$ cat config.mk
export PLATFORM = sky130hd
export DESIGN_NAME = ssa_host_port
export DESIGN_NICKNAME = d
export VERILOG_FILES = /design/src/core/ssa_pkg.sv /design/src/core/ssa_fifo.sv /design/src/core/ssa_host_port.sv /design/src/core/ssa_sync.sv
export SDC_FILE = /design/constraint.sdc
export NUM_CORES = 1
export LEC_CHECK = 0
export BUFFER_PORTS_ARGS = -buffer_cell sky130_fd_sc_hd__buf_2
export CORE_UTILIZATION = 56
export DETAILED_ROUTE_END_ITERATION = 16
export GPL_TIMING_DRIVEN = 0
export PLACE_DENSITY = 0.78
export SYNTH_ARGS = -nofsm -noshare
export SYNTH_HDL_FRONTEND = slang
export SYNTH_SLANG_ARGS = --single-unit
$ cat constraint.sdc
create_clock -name clk_sys -period 2.77 [get_ports clk_sys]
set_clock_uncertainty 0.15 [all_clocks]
set_input_delay 0.1385 -clock clk_sys [delete_from_list [all_inputs] [get_ports clk_sys]]
set_output_delay 0.1385 -clock clk_sys [all_outputs]
set_load 0.02 [all_outputs]
$ cat src/core/ssa_pkg.sv
// Shared constants and types for the sampling converter host port
package ssa_pkg;
   // ==========================================================
   // Sizes
   localparam int RES_W = 18;
   localparam int NUM_CH = 8;
   localparam int CH_W = 3;
   localparam int BUS_W = 16;
   localparam int LO_W = RES_W - BUS_W;
   localparam int OS_W = 3;
   localparam int FIFO_DEPTH = 32;
   localparam int GRP_W = 2;
   localparam int SBIT_W = 5;
   // ==========================================================
   // Positions and counts
   localparam int PIN_SER_A = 7;
   localparam int PIN_SER_B = 8;
   localparam logic [SBIT_W-1:0] MSB_IDX = 5'h11;
   localparam logic [SBIT_W-1:0] SER_FLAG_END = 5'h12;
   localparam logic [CH_W-1:0] FIRST_CH = 3'h0;
   localparam logic [CH_W-1:0] PAR_FLAG_CLR_CH = 3'h1;
   localparam logic [CH_W-1:0] SER_CH_END = 3'h4;
   localparam logic [CH_W:0] LOAD_DONE = 4'h8;
   localparam logic [OS_W-1:0] OS_OFF = 3'h0;
   // ==========================================================
   // Conversion sequencer states
   typedef enum logic [2:0] {
      ST_IDLE = 3'b001,
      ST_ARM = 3'b010,
      ST_CONV = 3'b100
   } ssa_state_t;
endpackage

$ cat src/core/ssa_fifo.sv
// Result FIFO between the converter core and the output registers
`timescale 1ns/1ps
module ssa_fifo #(
   parameter int WIDTH = 18,
   parameter int DEPTH = 32
) (
   input wire logic clk_sys,
   input wire logic rstn,
   input wire logic clk_en,
   input wire logic flush,
   input wire logic in_valid,
   output logic in_ready,
   input wire logic [WIDTH-1:0] in_data,
   output logic out_valid,
   input wire logic out_ready,
   output logic [WIDTH-1:0] out_data
);
   localparam int AW = $clog2(DEPTH);

   logic [WIDTH-1:0] mem_ff [DEPTH];
   logic [AW:0] wr_ptr_ff;
   logic [AW:0] rd_ptr_ff;
   logic push;
   logic pop;

   // Extra pointer bit tells full from empty
   assign in_ready = (wr_ptr_ff ^ rd_ptr_ff) != {1'b1, {AW{1'b0}}};
   assign out_valid = wr_ptr_ff != rd_ptr_ff;
   assign push = in_valid & in_ready;
   assign pop = out_valid & out_ready;
   assign out_data = mem_ff[rd_ptr_ff[AW-1:0]];

   always_ff @(posedge clk_sys) begin
      if (clk_en && push) begin
         mem_ff[wr_ptr_ff[AW-1:0]] <= in_data;
      end
   end

   always_ff @(posedge clk_sys or negedge rstn) begin
      if (!rstn) begin
         wr_ptr_ff <= '0;
         rd_ptr_ff <= '0;
      end else if (clk_en) begin
         if (flush) begin
            wr_ptr_ff <= '0;
            rd_ptr_ff <= '0;
         end else begin
            if (push) begin
               wr_ptr_ff <= wr_ptr_ff + 1'b1;
            end
            if (pop) begin
               rd_ptr_ff <= rd_ptr_ff + 1'b1;
            end
         end
      end
   end
endmodule

$ cat src/core/ssa_host_port.sv
// Control and readout port of the eight-channel sampling converter
`timescale 1ns/1ps

// What this block does
// - Low select parallel, high select serial
// - Serial: strobe is clock, bits 7/8 out
// - Power-down mode chosen by range level
// - Standby keeps references; shutdown powers all down
// - Range high wide, low narrow, immediate
// - Start A: ch1-4, B: ch5-8
// - Start rising edge puts group in hold
// - Reset on rising edge of reset pulse
// - Reset aborts conversion in progress
// - Reset clears output result registers
// - Parallel bus driven only with select+strobe low
// - Two strobes: bits 17:2 then 1:0
// - Select fall enables serial outputs, MSB out
// - Serial clock rise shifts next bit
// - Busy after both starts; ignore starts while busy
// - First flag high at select fall, low 18th fall
module ssa_host_port
   import ssa_pkg::*;
(
   input wire logic clk_sys,
   input wire logic rstn,
   input wire logic clk_en,
   input wire logic [OS_W-1:0] oversample_ratio_sel,
   input wire logic interface_select,
   input wire logic power_down_request,
   input wire logic range_select,
   input wire logic convert_start_group_a,
   input wire logic convert_start_group_b,
   input wire logic device_reset,
   input wire logic chip_select_n,
   input wire logic read_strobe_n,
   output logic [BUS_W-1:0] parallel_result_bus_o,
   output logic [BUS_W-1:0] parallel_result_bus_oe,
   output logic first_channel_flag,
   output logic first_channel_flag_oe,
   output logic busy,
   output logic hold_group_a,
   output logic hold_group_b,
   output logic conv_start,
   output logic conv_abort,
   output logic [OS_W-1:0] oversample_ratio,
   output logic input_range_wide,
   output logic standby_mode,
   output logic shutdown_mode,
   input wire logic result_valid,
   output logic result_ready,
   input wire logic [RES_W-1:0] result_data
);
   // ==========================================================
   // Pin synchronisers and edge detection
   logic [OS_W-1:0] os_s;
   logic ser_mode_s;
   logic pd_s;
   logic range_s;
   logic cva_s;
   logic cvb_s;
   logic drst_s;
   logic cs_n_s;
   logic rd_n_s;
   logic cva_d_ff;
   logic cvb_d_ff;
   logic drst_d_ff;
   logic cs_n_d_ff;
   logic rd_n_d_ff;

   ssa_sync #(
      .W(OS_W + 6)
   ) u_sync_hi (
      .clk_sys(clk_sys),
      .rstn(rstn),
      .clk_en(clk_en),
      .async_in({oversample_ratio_sel, interface_select, power_down_request, range_select,
                 convert_start_group_a, convert_start_group_b, device_reset}),
      .sync_out({os_s, ser_mode_s, pd_s, range_s, cva_s, cvb_s, drst_s})
   );

   // Idle-high strobes reset high so release makes no false edge
   ssa_sync #(
      .W(2),
      .RST_VAL(2'h3)
   ) u_sync_lo (
      .clk_sys(clk_sys),
      .rstn(rstn),
      .clk_en(clk_en),
      .async_in({chip_select_n, read_strobe_n}),
      .sync_out({cs_n_s, rd_n_s})
   );

   always_ff @(posedge clk_sys or negedge rstn) begin
      if (!rstn) begin
         cva_d_ff <= 1'b0;
         cvb_d_ff <= 1'b0;
         drst_d_ff <= 1'b0;
         cs_n_d_ff <= 1'b1;
         rd_n_d_ff <= 1'b1;
      end else if (clk_en) begin
         cva_d_ff <= cva_s;
         cvb_d_ff <= cvb_s;
         drst_d_ff <= drst_s;
         cs_n_d_ff <= cs_n_s;
         rd_n_d_ff <= rd_n_s;
      end
   end

   logic cva_rise;
   logic cvb_rise;
   logic drst_rise;
   logic cs_fall;
   logic rd_fall;
   logic rd_rise;
   logic os_on;
   logic start_a;
   logic start_b;

   assign drst_rise = drst_s & ~drst_d_ff;
   assign cva_rise = cva_s & ~cva_d_ff;
   assign cvb_rise = cvb_s & ~cvb_d_ff;
   assign cs_fall = cs_n_d_ff & ~cs_n_s;
   assign rd_fall = rd_n_d_ff & ~rd_n_s;
   assign rd_rise = ~rd_n_d_ff & rd_n_s;
   assign os_on = os_s != OS_OFF;
   assign start_a = cva_rise | (os_on & cvb_rise);
   assign start_b = cvb_rise | (os_on & cva_rise);

   // ==========================================================
   // Conversion sequencer
   ssa_state_t state_ff;
   logic hold_a_ff;
   logic hold_b_ff;
   logic conv_start_ff;
   logic conv_abort_ff;
   logic [CH_W:0] load_cnt_ff;
   logic go;
   logic load_done;
   logic drain_ready;
   logic drain_valid;
   logic [RES_W-1:0] drain_data;
   logic [RES_W-1:0] res_ff [NUM_CH];

   // both groups held starts one busy period
   assign go = (state_ff != ST_CONV) & ~pd_s & ~drst_rise
               & (hold_a_ff | start_a) & (hold_b_ff | start_b);
   assign load_done = (state_ff == ST_CONV) & (load_cnt_ff == LOAD_DONE);

   always_ff @(posedge clk_sys or negedge rstn) begin
      if (!rstn) begin
         state_ff <= ST_IDLE;
      end else if (clk_en) begin
         if (drst_rise) begin
            state_ff <= ST_IDLE;
         end else begin
            case (state_ff)
               ST_IDLE: begin
                  if (go) begin
                     state_ff <= ST_CONV;
                  end else if (~pd_s & (start_a | start_b)) begin
                     state_ff <= ST_ARM;
                  end
               end
               ST_ARM: begin
                  if (go) begin
                     state_ff <= ST_CONV;
                  end
               end
               ST_CONV: begin
                  if (load_done) begin
                     state_ff <= ST_IDLE;
                  end
               end
               default: begin
                  state_ff <= ST_IDLE;
               end
            endcase
         end
      end
   end

   always_ff @(posedge clk_sys or negedge rstn) begin
      if (!rstn) begin
         hold_a_ff <= 1'b0;
         hold_b_ff <= 1'b0;
      end else if (clk_en) begin
         if (drst_rise || load_done) begin
            hold_a_ff <= 1'b0;
            hold_b_ff <= 1'b0;
         end else if (state_ff != ST_CONV && !pd_s) begin
            if (start_a) begin
               hold_a_ff <= 1'b1;
            end
            if (start_b) begin
               hold_b_ff <= 1'b1;
            end
         end
      end
   end

   always_ff @(posedge clk_sys or negedge rstn) begin
      if (!rstn) begin
         conv_start_ff <= 1'b0;
         conv_abort_ff <= 1'b0;
      end else if (clk_en) begin
         conv_start_ff <= go;
         // core told to drop the conversion
         conv_abort_ff <= drst_rise & (state_ff == ST_CONV);
      end
   end

   // ==========================================================
   // Result buffer and output registers
   // Drain stalls during a host frame so results never change mid-read
   assign drain_ready = (state_ff == ST_CONV) & cs_n_s & (load_cnt_ff != LOAD_DONE);

   ssa_fifo #(
      .WIDTH(RES_W),
      .DEPTH(FIFO_DEPTH)
   ) u_fifo (
      .clk_sys(clk_sys),
      .rstn(rstn),
      .clk_en(clk_en),
      .flush(drst_rise),
      .in_valid(result_valid),
      .in_ready(result_ready),
      .in_data(result_data),
      .out_valid(drain_valid),
      .out_ready(drain_ready),
      .out_data(drain_data)
   );

   always_ff @(posedge clk_sys or negedge rstn) begin
      if (!rstn) begin
         load_cnt_ff <= '0;
      end else if (clk_en) begin
         if (drst_rise || go) begin
            load_cnt_ff <= '0;
         end else if (drain_valid && drain_ready) begin
            load_cnt_ff <= load_cnt_ff + 1'b1;
         end
      end
   end

   always_ff @(posedge clk_sys or negedge rstn) begin
      if (!rstn) begin
         for (int i = 0; i < NUM_CH; i++) begin
            res_ff[i] <= '0;
         end
      end else if (clk_en) begin
         if (drst_rise) begin
            for (int i = 0; i < NUM_CH; i++) begin
               res_ff[i] <= '0;
            end
         end else if (drain_valid && drain_ready) begin
            res_ff[load_cnt_ff[CH_W-1:0]] <= drain_data;
         end
      end
   end

   // ==========================================================
   // Parallel read path
   logic [CH_W-1:0] par_ch_ff;
   logic par_half_ff;
   logic [BUS_W-1:0] bus_ff;
   logic par_read;

   assign par_read = ~ser_mode_s & ~cs_n_s & rd_fall;

   always_ff @(posedge clk_sys or negedge rstn) begin
      if (!rstn) begin
         par_ch_ff <= FIRST_CH;
         par_half_ff <= 1'b0;
         bus_ff <= '0;
      end else if (clk_en) begin
         if (drst_rise || load_done) begin
            par_ch_ff <= FIRST_CH;
            par_half_ff <= 1'b0;
            bus_ff <= '0;
         end else if (par_read) begin
            if (!par_half_ff) begin
               bus_ff <= res_ff[par_ch_ff][RES_W-1 -: BUS_W];
               par_half_ff <= 1'b1;
            end else begin
               bus_ff <= {res_ff[par_ch_ff][LO_W-1:0], {(BUS_W - LO_W){1'b0}}};
               par_half_ff <= 1'b0;
               par_ch_ff <= par_ch_ff + 1'b1;
            end
         end
      end
   end

   // ==========================================================
   // Serial read path
   logic [CH_W-1:0] sch_ff;
   logic [SBIT_W-1:0] sbit_ff;
   logic [CH_W-1:0] nxt_sch;
   logic [SBIT_W-1:0] nxt_sbit;
   logic serial_out_a_ff;
   logic serial_out_b_ff;
   logic ser_start;
   logic ser_shift;

   assign ser_start = ser_mode_s & cs_fall;
   assign ser_shift = ser_mode_s & ~cs_n_s & rd_rise;

   always_comb begin
      nxt_sbit = sbit_ff - 1'b1;
      nxt_sch = sch_ff;
      if (sbit_ff == '0) begin
         nxt_sbit = MSB_IDX;
         nxt_sch = (sch_ff == SER_CH_END) ? sch_ff : sch_ff + 1'b1;
      end
   end

   always_ff @(posedge clk_sys or negedge rstn) begin
      if (!rstn) begin
         sch_ff <= FIRST_CH;
         sbit_ff <= MSB_IDX;
         serial_out_a_ff <= 1'b0;
         serial_out_b_ff <= 1'b0;
      end else if (clk_en) begin
         if (drst_rise) begin
            sch_ff <= FIRST_CH;
            sbit_ff <= MSB_IDX;
            serial_out_a_ff <= 1'b0;
            serial_out_b_ff <= 1'b0;
         end else if (ser_start) begin
            // MSB of first channel on both lines
            sch_ff <= FIRST_CH;
            sbit_ff <= MSB_IDX;
            serial_out_a_ff <= res_ff[{1'b0, FIRST_CH[GRP_W-1:0]}][MSB_IDX];
            serial_out_b_ff <= res_ff[{1'b1, FIRST_CH[GRP_W-1:0]}][MSB_IDX];
         end else if (ser_shift) begin
            sch_ff <= nxt_sch;
            sbit_ff <= nxt_sbit;
            // Past the fourth channel both lines idle low
            if (nxt_sch == SER_CH_END) begin
               serial_out_a_ff <= 1'b0;
               serial_out_b_ff <= 1'b0;
            end else begin
               serial_out_a_ff <= res_ff[{1'b0, nxt_sch[GRP_W-1:0]}][nxt_sbit];
               serial_out_b_ff <= res_ff[{1'b1, nxt_sch[GRP_W-1:0]}][nxt_sbit];
            end
         end
      end
   end

   // ==========================================================
   // First-channel indicator
   logic flag_ff;
   logic [SBIT_W-1:0] sfall_cnt_ff;

   always_ff @(posedge clk_sys or negedge rstn) begin
      if (!rstn) begin
         flag_ff <= 1'b0;
         sfall_cnt_ff <= '0;
      end else if (clk_en) begin
         if (drst_rise) begin
            flag_ff <= 1'b0;
            sfall_cnt_ff <= '0;
         end else if (ser_mode_s) begin
            // high at select fall, low on 18th fall
            if (cs_fall) begin
               flag_ff <= 1'b1;
               sfall_cnt_ff <= '0;
            end else if (!cs_n_s && rd_fall && flag_ff) begin
               sfall_cnt_ff <= sfall_cnt_ff + 1'b1;
               if (sfall_cnt_ff + 1'b1 == SER_FLAG_END) begin
                  flag_ff <= 1'b0;
               end
            end
         end else if (par_read && !par_half_ff) begin
            // Set on the first channel, cleared on the third strobe
            if (par_ch_ff == FIRST_CH) begin
               flag_ff <= 1'b1;
            end else if (par_ch_ff == PAR_FLAG_CLR_CH) begin
               flag_ff <= 1'b0;
            end
         end
      end
   end

   // ==========================================================
   // Pin drivers
   // parallel bus driven only with both strobes low
   always_comb begin
      parallel_result_bus_o = bus_ff;
      parallel_result_bus_oe = {BUS_W{~cs_n_s & ~rd_n_s}};
      if (ser_mode_s) begin
         // serial lines share two bus pins
         parallel_result_bus_o = '0;
         parallel_result_bus_oe = '0;
         parallel_result_bus_o[PIN_SER_A] = serial_out_a_ff;
         parallel_result_bus_o[PIN_SER_B] = serial_out_b_ff;
         parallel_result_bus_oe[PIN_SER_A] = ~cs_n_s;
         parallel_result_bus_oe[PIN_SER_B] = ~cs_n_s;
      end
   end

   assign first_channel_flag = flag_ff;
   assign first_channel_flag_oe = ~cs_n_s;
   assign busy = state_ff == ST_CONV;
   assign hold_group_a = hold_a_ff;
   assign hold_group_b = hold_b_ff;
   assign conv_start = conv_start_ff;
   assign conv_abort = conv_abort_ff;
   assign oversample_ratio = os_s;
   // range follows the pin at once
   assign input_range_wide = range_s;
   // range level picks the power-down mode
   assign standby_mode = pd_s & range_s;
   assign shutdown_mode = pd_s & ~range_s;
endmodule

$ cat src/core/ssa_sync.sv
// Two-flop synchroniser for a group of pin inputs
`timescale 1ns/1ps
module ssa_sync #(
   parameter int W = 1,
   parameter logic [W-1:0] RST_VAL = '0
) (
   input wire logic clk_sys,
   input wire logic rstn,
   input wire logic clk_en,
   input wire logic [W-1:0] async_in,
   output logic [W-1:0] sync_out
);
   logic [W-1:0] meta_ff;
   logic [W-1:0] sync_ff;

   always_ff @(posedge clk_sys or negedge rstn) begin
      if (!rstn) begin
         meta_ff <= RST_VAL;
         sync_ff <= RST_VAL;
      end else if (clk_en) begin
         meta_ff <= async_in;
         sync_ff <= meta_ff;
      end
   end

   assign sync_out = sync_ff;
endmodule

==> key figures, run 1 <==
Run status
  – Status: finished, violations left
  – Failing checks: max-capacitance violations, max-slew violations, negative setup slack

CTS
  – Skew-Pair Late Insertion Delay: 0.67 ns
  – CTS tree: built
  – Clock Path Buffers: 3
  – # clock sinks: between 800 and 900
  – Clock transition at path regs: about 0.060 ns
  – Htree depth: 3
  – CTS Buf Count: 81
  – Clk root buf: clkbuf_16

Yosys
  – Post-synth top cells: 576 x edfxtp_1, 221 x dfrtp_1, 216 x mux4_2, 185 x nand2_1, 137 x o21ai_0
  – Adder-Cell Fraction of Synth Area: 0.00582
  – Synth Register Bits: 806
  – Mapped Area: 0.0344 sq mm
  – Synth Area in Simple Gates: 0.0560
  – Top cell type by total area after synthesis: edfxtp_1
  – Complex-gate fraction of the synthesized area: 0.0670
  – Syn. warnings: 0
  – Post-synth cell types: 83
  – Synth Area in XOR/XNOR: 0.00458
  – Number of synthesized flops with an enable pin: about 580
  – Sequential area share after synthesis: 0.670
  – Avg Cell Area, Syn: 16.7 sq um
  – Cells after Synth: roughly 2000
  – Post-synth top flop: edfxtp_1
  – Mux cell area share after synthesis: 0.174
  – Syn Nets: 2104
  – Top area cells in the synthesized netlist: edfxtp_1 50%, dfrtp_1 16%, mux4_2 14%
  – Count leader, synth: edfxtp_1
  – Async set or reset register ratio after synthesis: 0.285
  – Yosys top cell area share: 0.503
  – Largest family of logic cells by synthesized area: multiplexers

Placed design
  – Placement Setup Slack: -1.08 ns
  – Placed cell count: 2934
  – Final HPWL DP: 62000 microns
  – Port buffer count: between 70 and 80
  – Placer Congestion: between 0.9 and 1

Layout
  – Area taken by flip-flops and latches: 0.0231 sq mm
  – Footprint of the multi-input gates: 0.0116 sq mm
  – Share of cells above drive strength 1: 0.352
  – Finished Core Util: 0.699
  – Layout area overhead: 23.0%
  – ANT cells: 0
  – Nets: 2450
  – Finished Layout Cells: 3247
  – Fillers: ~3600

Setup path
  – CP Launch Type: register
  – R2R Path Start: u_fifo.rd_ptr_ff[1]$_DFFE_PN0P_
  – Buf+Inv Stages, Crit Path: 2
  – Delay-heaviest family, CP: multiplexers
  – Crit-path cells: buf_4 > clkbuf_4 > mux4_2 > mux4_2 > mux2_4 > a22o_1
  – Crit end category: register
  – Arr. time, crit path: roughly 3.4 ns
  – CP peak stage delay: approximately 0.64 ns
  – Worst reg2reg setup slack: -0.26 ns
  – Register-to-Register Path Depth: 6
  – Kind of critical path: reg2reg
  – Slowest stage cell, crit path: mux4_2
  – Most frequent CP cell: mux4_2
  – Critical Path Fanout Max: 10
  – Critical path depth: 6
  – Worst reg2reg endpoint: res_ff[126]$_DFFE_PN0P_
  – Critical Path RT: 3.15 ns

Power
  – Maximum vdd drop: 676 uV
  – Leakage power: 15.0 nW
  – Power per cell area: 708 mW/mm^2
  – Total power draw: between 0.02 and 0.03 W

Job
  – Max Cap Viol: 1

Route
  – Number of routed nets with antenna violations: 0
  – DR iter-0 viols: 3129
  – Vias/cell: ~7
  – DR WL/cell: roughly 35 microns
  – WL final: 112000 microns
  – Pre-antenna DRT Iters: 6
  – Via count: between 20000 and 25000
  – DRC: 0

Floorplanning
  – # IOs: a little under 80
  – Row count: 90
  – Die area: between 0.06 and 0.07 sq mm
  – Core area: ~0.06 sq mm
  – Starting density of the core: 0.568
  – Die height: 250 microns
  – Die width: about 250 microns

Timing
  – Final Max Tran Viols: 6
  – Setup Viol. Count Final: about 140
  – Worst-Margin Slew: about 1.5 ns
  – Final Hold Viols: 0
  – Final WS setup: -0.258 ns
  – Period utilization: 1.09
  – Final critical-path required period: roughly 3.0 ns
  – Relative slew margins: -0.0104
  – RSZ-0062 raised after global routing: true
  – Fmax: 330 MHz

Global route
  – All-Layer GR Usage: 0.364
  – First-pass GRT wire length: approximately 160000 microns
  – Vias in the first global route: about 23000
  – GRT overflow: 0
  – Largest net degree at the start of global routing: roughly 130
  – Initial antenna violation count: 1

Hold path
  – HP Class: in2async
==> how the worst max path moves through the flow <==
stage                                      end  slack (ns)                             from
2_1_floorplan   u_fifo.mem_ff[23][0]$_DFFE_PP_       -0.28  u_fifo.rd_ptr_ff[0]$_DFFE_PN0P_
3_3_place_gp            res_ff[28]$_DFFE_PN0P_       -2.39                             rstn
3_5_place_dp   u_fifo.mem_ff[10][11]$_DFFE_PP_       -1.08  u_fifo.rd_ptr_ff[0]$_DFFE_PN0P_
4_1_cts            serial_out_a_ff$_DFFE_PN0P_       -0.19           sbit_ff[1]$_DFFE_PN0P_
5_1_grt            serial_out_a_ff$_DFFE_PN0P_       -0.30           sbit_ff[1]$_DFFE_PN0P_
6_report               res_ff[126]$_DFFE_PN0P_       -0.26  u_fifo.rd_ptr_ff[1]$_DFFE_PN0P_
==> cells by family (layout without fill, tap and decap cells) <==
family / count (synthesis) / in the layout
AO/OA/AOI/OAI: 343 / 343
XOR/XNOR: 18 / 18
adder cells (fa/ha/maj): 16 / 16
buffers and inverters: 151 / 561
flip-flops: 806 / 806
multiplexers: 316 / 316
AND/OR/NAND/NOR: 405 / 405
==> routing by layer <==
metal	vias up	share of wire	GRT usage
met3	393	0.10	0.0801
met4	0	0.066	0.209
li1	8853	-	-
met2	1780	0.49	0.604
met1	11635	0.34	0.444
met5	-	0	0
==> power breakdown <==
part	internal (W)	switching (W)	total [W]	leakage (nW)
combinational	0.00209	0.00298	0.00507	5.47
sequential	0.0134	0.000310	0.0137	8.29
clock	0.00624	0.00498	0.0112	1.29
total	0.0217	0.00827	0.0300	15.0
==> flip-flops by register name, summed over array words and instances, names as in the netlist, 2 cells and up <==
name / cells
u_fifo.mem_ff: 576
res_ff: 144
bus_ff: 16
u_sync_hi.meta_ff: 9
u_sync_hi.sync_out: 9
u_fifo.rd_ptr_ff: 6
u_fifo.wr_ptr_ff: 6
sbit_ff: 5
sfall_cnt_ff: 5
load_cnt_ff: 4
par_ch_ff: 3
sch_ff: 3
state_ff: 3
u_sync_lo.meta_ff: 2
u_sync_lo.sync_out: 2
==> layout by cell type (no fill, tap or decap), types with 15 or more instances in the layout <==
cell type and instances:
clkinv_1 15, buf_2 81, inv_1 17, buf_12 49, mux2i_4 18, mux2_4 18, dfrtp_1 220, buf_6 22
nand3_1 17, buf_4 113, nor2b_1 23, nor2_1 53, a22o_1 76, o21ai_1 59, mux2_2 35, a21oi_1 25
clkbuf_1 42, mux4_2 216, dlygate4sd3_1 32, o21ai_0 66, nor2_4 37, edfxtp_1 576, nand2_1 176, a31oi_1 17
mux2i_1 25, clkbuf_16 83, buf_8 20
==> repair_timing <==
action	CTS	global route
endpoints found under the setup margin	751	676
cloned	16	1
hold buffers	31	1
endpoints found under the hold margin	698	2
pin swaps	108	63
setup buffers	87	43
resized for setup	337	137
==> worst register-to-register path, stage by stage (launching register included) <==
cell	delay, ns
dfrtp_1	0.53
buf_4	0.32
clkbuf_4	0.33
mux4_2	0.39
mux4_2	0.64
mux2_4	0.35
a22o_1	0.19
==> cell type report <==
class                           instances  share of cell area
Sequential cell                       806               0.545
Clock buffer                          107              0.0521
Multi-Input combinational cell       1098               0.274
Buffer                                124              0.0268
Inverter                               21             0.00204
Clock inverter                         40              0.0105
Timing Repair Buffer                  269              0.0665
Tap cell                              782              0.0231
==> per-stage QoR <==
stage	setup TNS (ns)	cell area, sq um	hold WS (ns)
after floorplan	-92.37	34500	-0.307
after global placement	-1323.66	35800	0.222
after detailed placement	-531.38	36200	0.106
after CTS	-8.32	41900	0.0264
after global routing	-22.21	42300	0.0685
final	-20.62	42300	0.00239
(Power assumes the default switching activity.)
==> run 2, diff against run 1 <==
--- a/config.mk
+++ b/config.mk
@@ -6,6 +6,7 @@
 export NUM_CORES = 1
 export LEC_CHECK = 0
 export BUFFER_PORTS_ARGS = -buffer_cell sky130_fd_sc_hd__buf_2
+export CORE_ASPECT_RATIO = 1.1
 export CORE_UTILIZATION = 56
 export DETAILED_ROUTE_END_ITERATION = 16
 export GPL_TIMING_DRIVEN = 0
==> run 2 against run 1 <==
Against the previous run:
- the run ends with negative hold slack, negative setup slack left
- critical endpoint is now serial_out_a_ff$_DFFE_PN0P_
- sequential power about the same
- total power increased by 0.85%
- die area about the same
- combinational power increased by 3%
- global-route usage decreased by 0.074 points
- sequential share of layout area decreased by 0.62 points
- largest cell class unchanged
- final area increased by 1.2%
- highest routed layer unchanged
- fmax decreased by 3.3%
- clock power about the same
==> key figures, run 2 (synthesized netlist as in run 1, its figures left out) <==
CTS
  – CTS Buf Count: 80 (was 81)
  – Htree depth: 3 (unchanged)
  – # clock sinks: 806 (unchanged)
  – Clk root buf: clkbuf_16 (unchanged)
  – CTS tree: built (unchanged)
  – Clock Path Buffers: 3 (unchanged)
  – Clock transition at path regs: 0.06 ns (about the same)
  – Skew-Pair Late Insertion Delay: 0.66 ns (was 0.67 ns)

Route
  – Pre-antenna DRT Iters: 9 (was 6)
  – DR WL/cell: 34.6 microns (about the same)
  – Via count: 23111 (was 22661)
  – DR iter-0 viols: 3121 (was 3129)
  – DRC: 0 (unchanged)
  – Number of routed nets with antenna violations: 0 (unchanged)
  – WL final: 114000 microns (was 112000 microns)
  – Vias/cell: 7.00 (was 6.98)

Hold path
  – HP Class: in2reg (was in2async)

Placed design
  – Placement Setup Slack: -1.15 ns (was -1.08 ns)
  – Final HPWL DP: 61700 microns (was 62000 microns)
  – Port buffer count: 77 (unchanged)
  – Placer Congestion: 0.976 (was 0.985)

Global route
  – Initial antenna violation count: 1 (unchanged)
  – GRT overflow: 0 (unchanged)
  – Vias in the first global route: 23045 (was 22947)
  – All-Layer GR Usage: 0.364 (about the same)
  – First-pass GRT wire length: 160000 microns (was 161000 microns)
  – Largest net degree at the start of global routing: 129 (was 127)

Floorplanning
  – Row count: 94 (was 90)
  – Core area: 0.0603 sq mm (was 0.0606 sq mm)
  – # IOs: 79 (unchanged)
  – Die height: 262 microns (was 250 microns)
  – Die width: 238 microns (was 250 microns)
  – Die area: 0.0625 sq mm (about the same)
  – Starting density of the core: 0.570 (was 0.568)

Timing
  – Final WS setup: -0.362 ns (was -0.258 ns)
  – Worst-Margin Slew: 1.31 ns (was 1.50 ns)
  – Final Max Tran Viols: 0 (was 6)
  – Fin Hold WS: -0.00584 ns (was 0.00239 ns)
  – Fmax: 319 MHz (was 330 MHz)
  – Final critical-path required period: 3.13 ns (was 3.03 ns)
  – Setup Viol. Count Final: 525 (was 144)
  – RSZ-0062 raised after global routing: true (unchanged)
  – Period utilization: 1.13 (was 1.09)
  – Relative slew margins: 0.119 (was -0.0104)
  – Final Hold Viols: 2 (was 0)

Power
  – Maximum vdd drop: 586 uV (was 676 uV)
  – Leakage power: 15.2 nW (was 15.0 nW)
  – Power per cell area: 706 mW/mm^2 (was 708 mW/mm^2)

Setup path
  – CP Launch Type: register (unchanged)
  – Critical Path Fanout Max: 7 (was 10)
  – Critical Path RT: 3.13 ns (was 3.15 ns)
  – Crit end category: register (unchanged)
  – Worst reg2reg setup slack: -0.36 ns (was -0.26 ns)
  – Kind of critical path: reg2reg (unchanged)
  – Arr. time, crit path: 3.49 ns (was 3.41 ns)

Run status
  – Failing checks: negative hold slack, negative setup slack (was max-capacitance violations, max-slew violations, negative setup slack)
  – Status: finished, violations left (unchanged)

Layout
  – Nets: 2471 (was 2450)
  – Max reg flops: 576 (unchanged)
  – Commonest cells after routing, fill and taps aside: 576 x edfxtp_1, 219 x dfrtp_1, 216 x mux4_2 (was 576 x edfxtp_1, 220 x dfrtp_1, 216 x mux4_2)
  – Layout area overhead: 24.4% (was 23.0%)
  – Share of cells above drive strength 1: 0.369 (was 0.352)
  – Most common cell after layout, fill and taps aside: edfxtp_1 (unchanged)

Job
  – Max Cap Viol: 0 (was 1)
-- run 2: cell types whose count changed in the layout (fill, tap and decap cells not counted), moves of 3 or more --
| cell | before | now |
|---|---|---|
| buf_6 | 22 | 43 |
| buf_4 | 113 | 96 |
| clkinv_1 | 15 | 8 |
| clkbuf_16 | 83 | 89 |
| clkinvlp_4 | 1 | 7 |
| nand2_1 | 176 | 170 |
| nand2_2 | 2 | 8 |
| clkbuf_1 | 42 | 37 |
| buf_16 | 14 | 18 |
| clkinv_2 | 9 | 13 |
| inv_2 | 2 | 6 |
| buf_2 | 81 | 84 |
| inv_1 | 17 | 14 |
-- run 2: critical path: stages, from the launching register on --
cell,delay (ns)
dfrtp_1,0.41
inv_2,0.09
ha_4,0.14
or4b_4,0.52
buf_12,0.18
o21ai_4,0.18
buf_4,0.15
o21ai_4,0.10
a22oi_1,0.17
nand4_1,0.20
a32oi_2,0.35
a311o_1,0.25
a31oi_1,0.12
-- run 2: per-stage QoR --
step | instances | power (W) | TNS (ns) | cell area, sq um | utilization
floorplan | 2055 | 0.0165 | -92.37 | 34500 | -
global placement | 2948 | 0.0178 | -1317.59 | 35900 | 0.594
detailed placement | 2968 | 0.0179 | -547.54 | 36300 | 0.601
CTS | 3248 | 0.0296 | -9.98 | 42000 | 0.696
global route | 3301 | 0.0309 | -31.99 | 42800 | 0.710
finish | 3302 | 0.0302 | -33.79 | 42800 | 0.710
-- run 2: metal layers --
metal | GRT usage | part of all wire | vias to the layer above
met5 | 0 | 0 | -
met2 | 0.594 | 0.49 | 2063
met3 | 0.0765 | 0.11 | 549
li1 | - | - | 8908
met1 | 0.432 | 0.32 | 11591
met4 | 0.268 | 0.085 | 0
-- run 2: cell type report --
cell class / count / area, sq um
timing repair buffer: 287 / 3110
tap: 816 / 1020
clock buffer: 100 / 2160
antenna: 1 / 2.50
fill: 3519 / 17500
clock inverter: 45 / 507
inverter: 21 / 83.8
multi-input combinational: 1100 / 11600
buffer: 126 / 1220
sequential: 806 / 23100
-- run 2: worst paths after layout --
check / startpoint / to / cells after the start
min in group asynchronous: rstn / sfall_cnt_ff[0]$_DFFE_PN0P_ / 2
setup reg to reg: sbit_ff[1]$_DFFE_PN0P_ / serial_out_a_ff$_DFFE_PN0P_ / 12
setup / recovery: sbit_ff[1]$_DFFE_PN0P_ / serial_out_a_ff$_DFFE_PN0P_ / 12
hold / removal: result_valid / u_fifo.wr_ptr_ff[0]$_DFFE_PN0P_ / 4
hold reg to reg: bus_ff[9]$_DFFE_PN0P_ / bus_ff[9]$_DFFE_PN0P_ / 2
max in group asynchronous: rstn / res_ff[121]$_DFFE_PN0P_ / 3
-- run 2: repair_timing --
item,in CTS,in global routing
pin swaps,109,88
setup endpoints to repair,756,736
hold buffers,31,0
buffers inserted,89,50
gates resized for setup,325,186
cloned,16,10
hold endpoints to repair,695,0
-- run 2: power by group --
part | internal, W | switching, W
clock network | 0.00635 | 0.00498
logic | 0.00216 | 0.00307
registers | 0.0134 | 0.000300
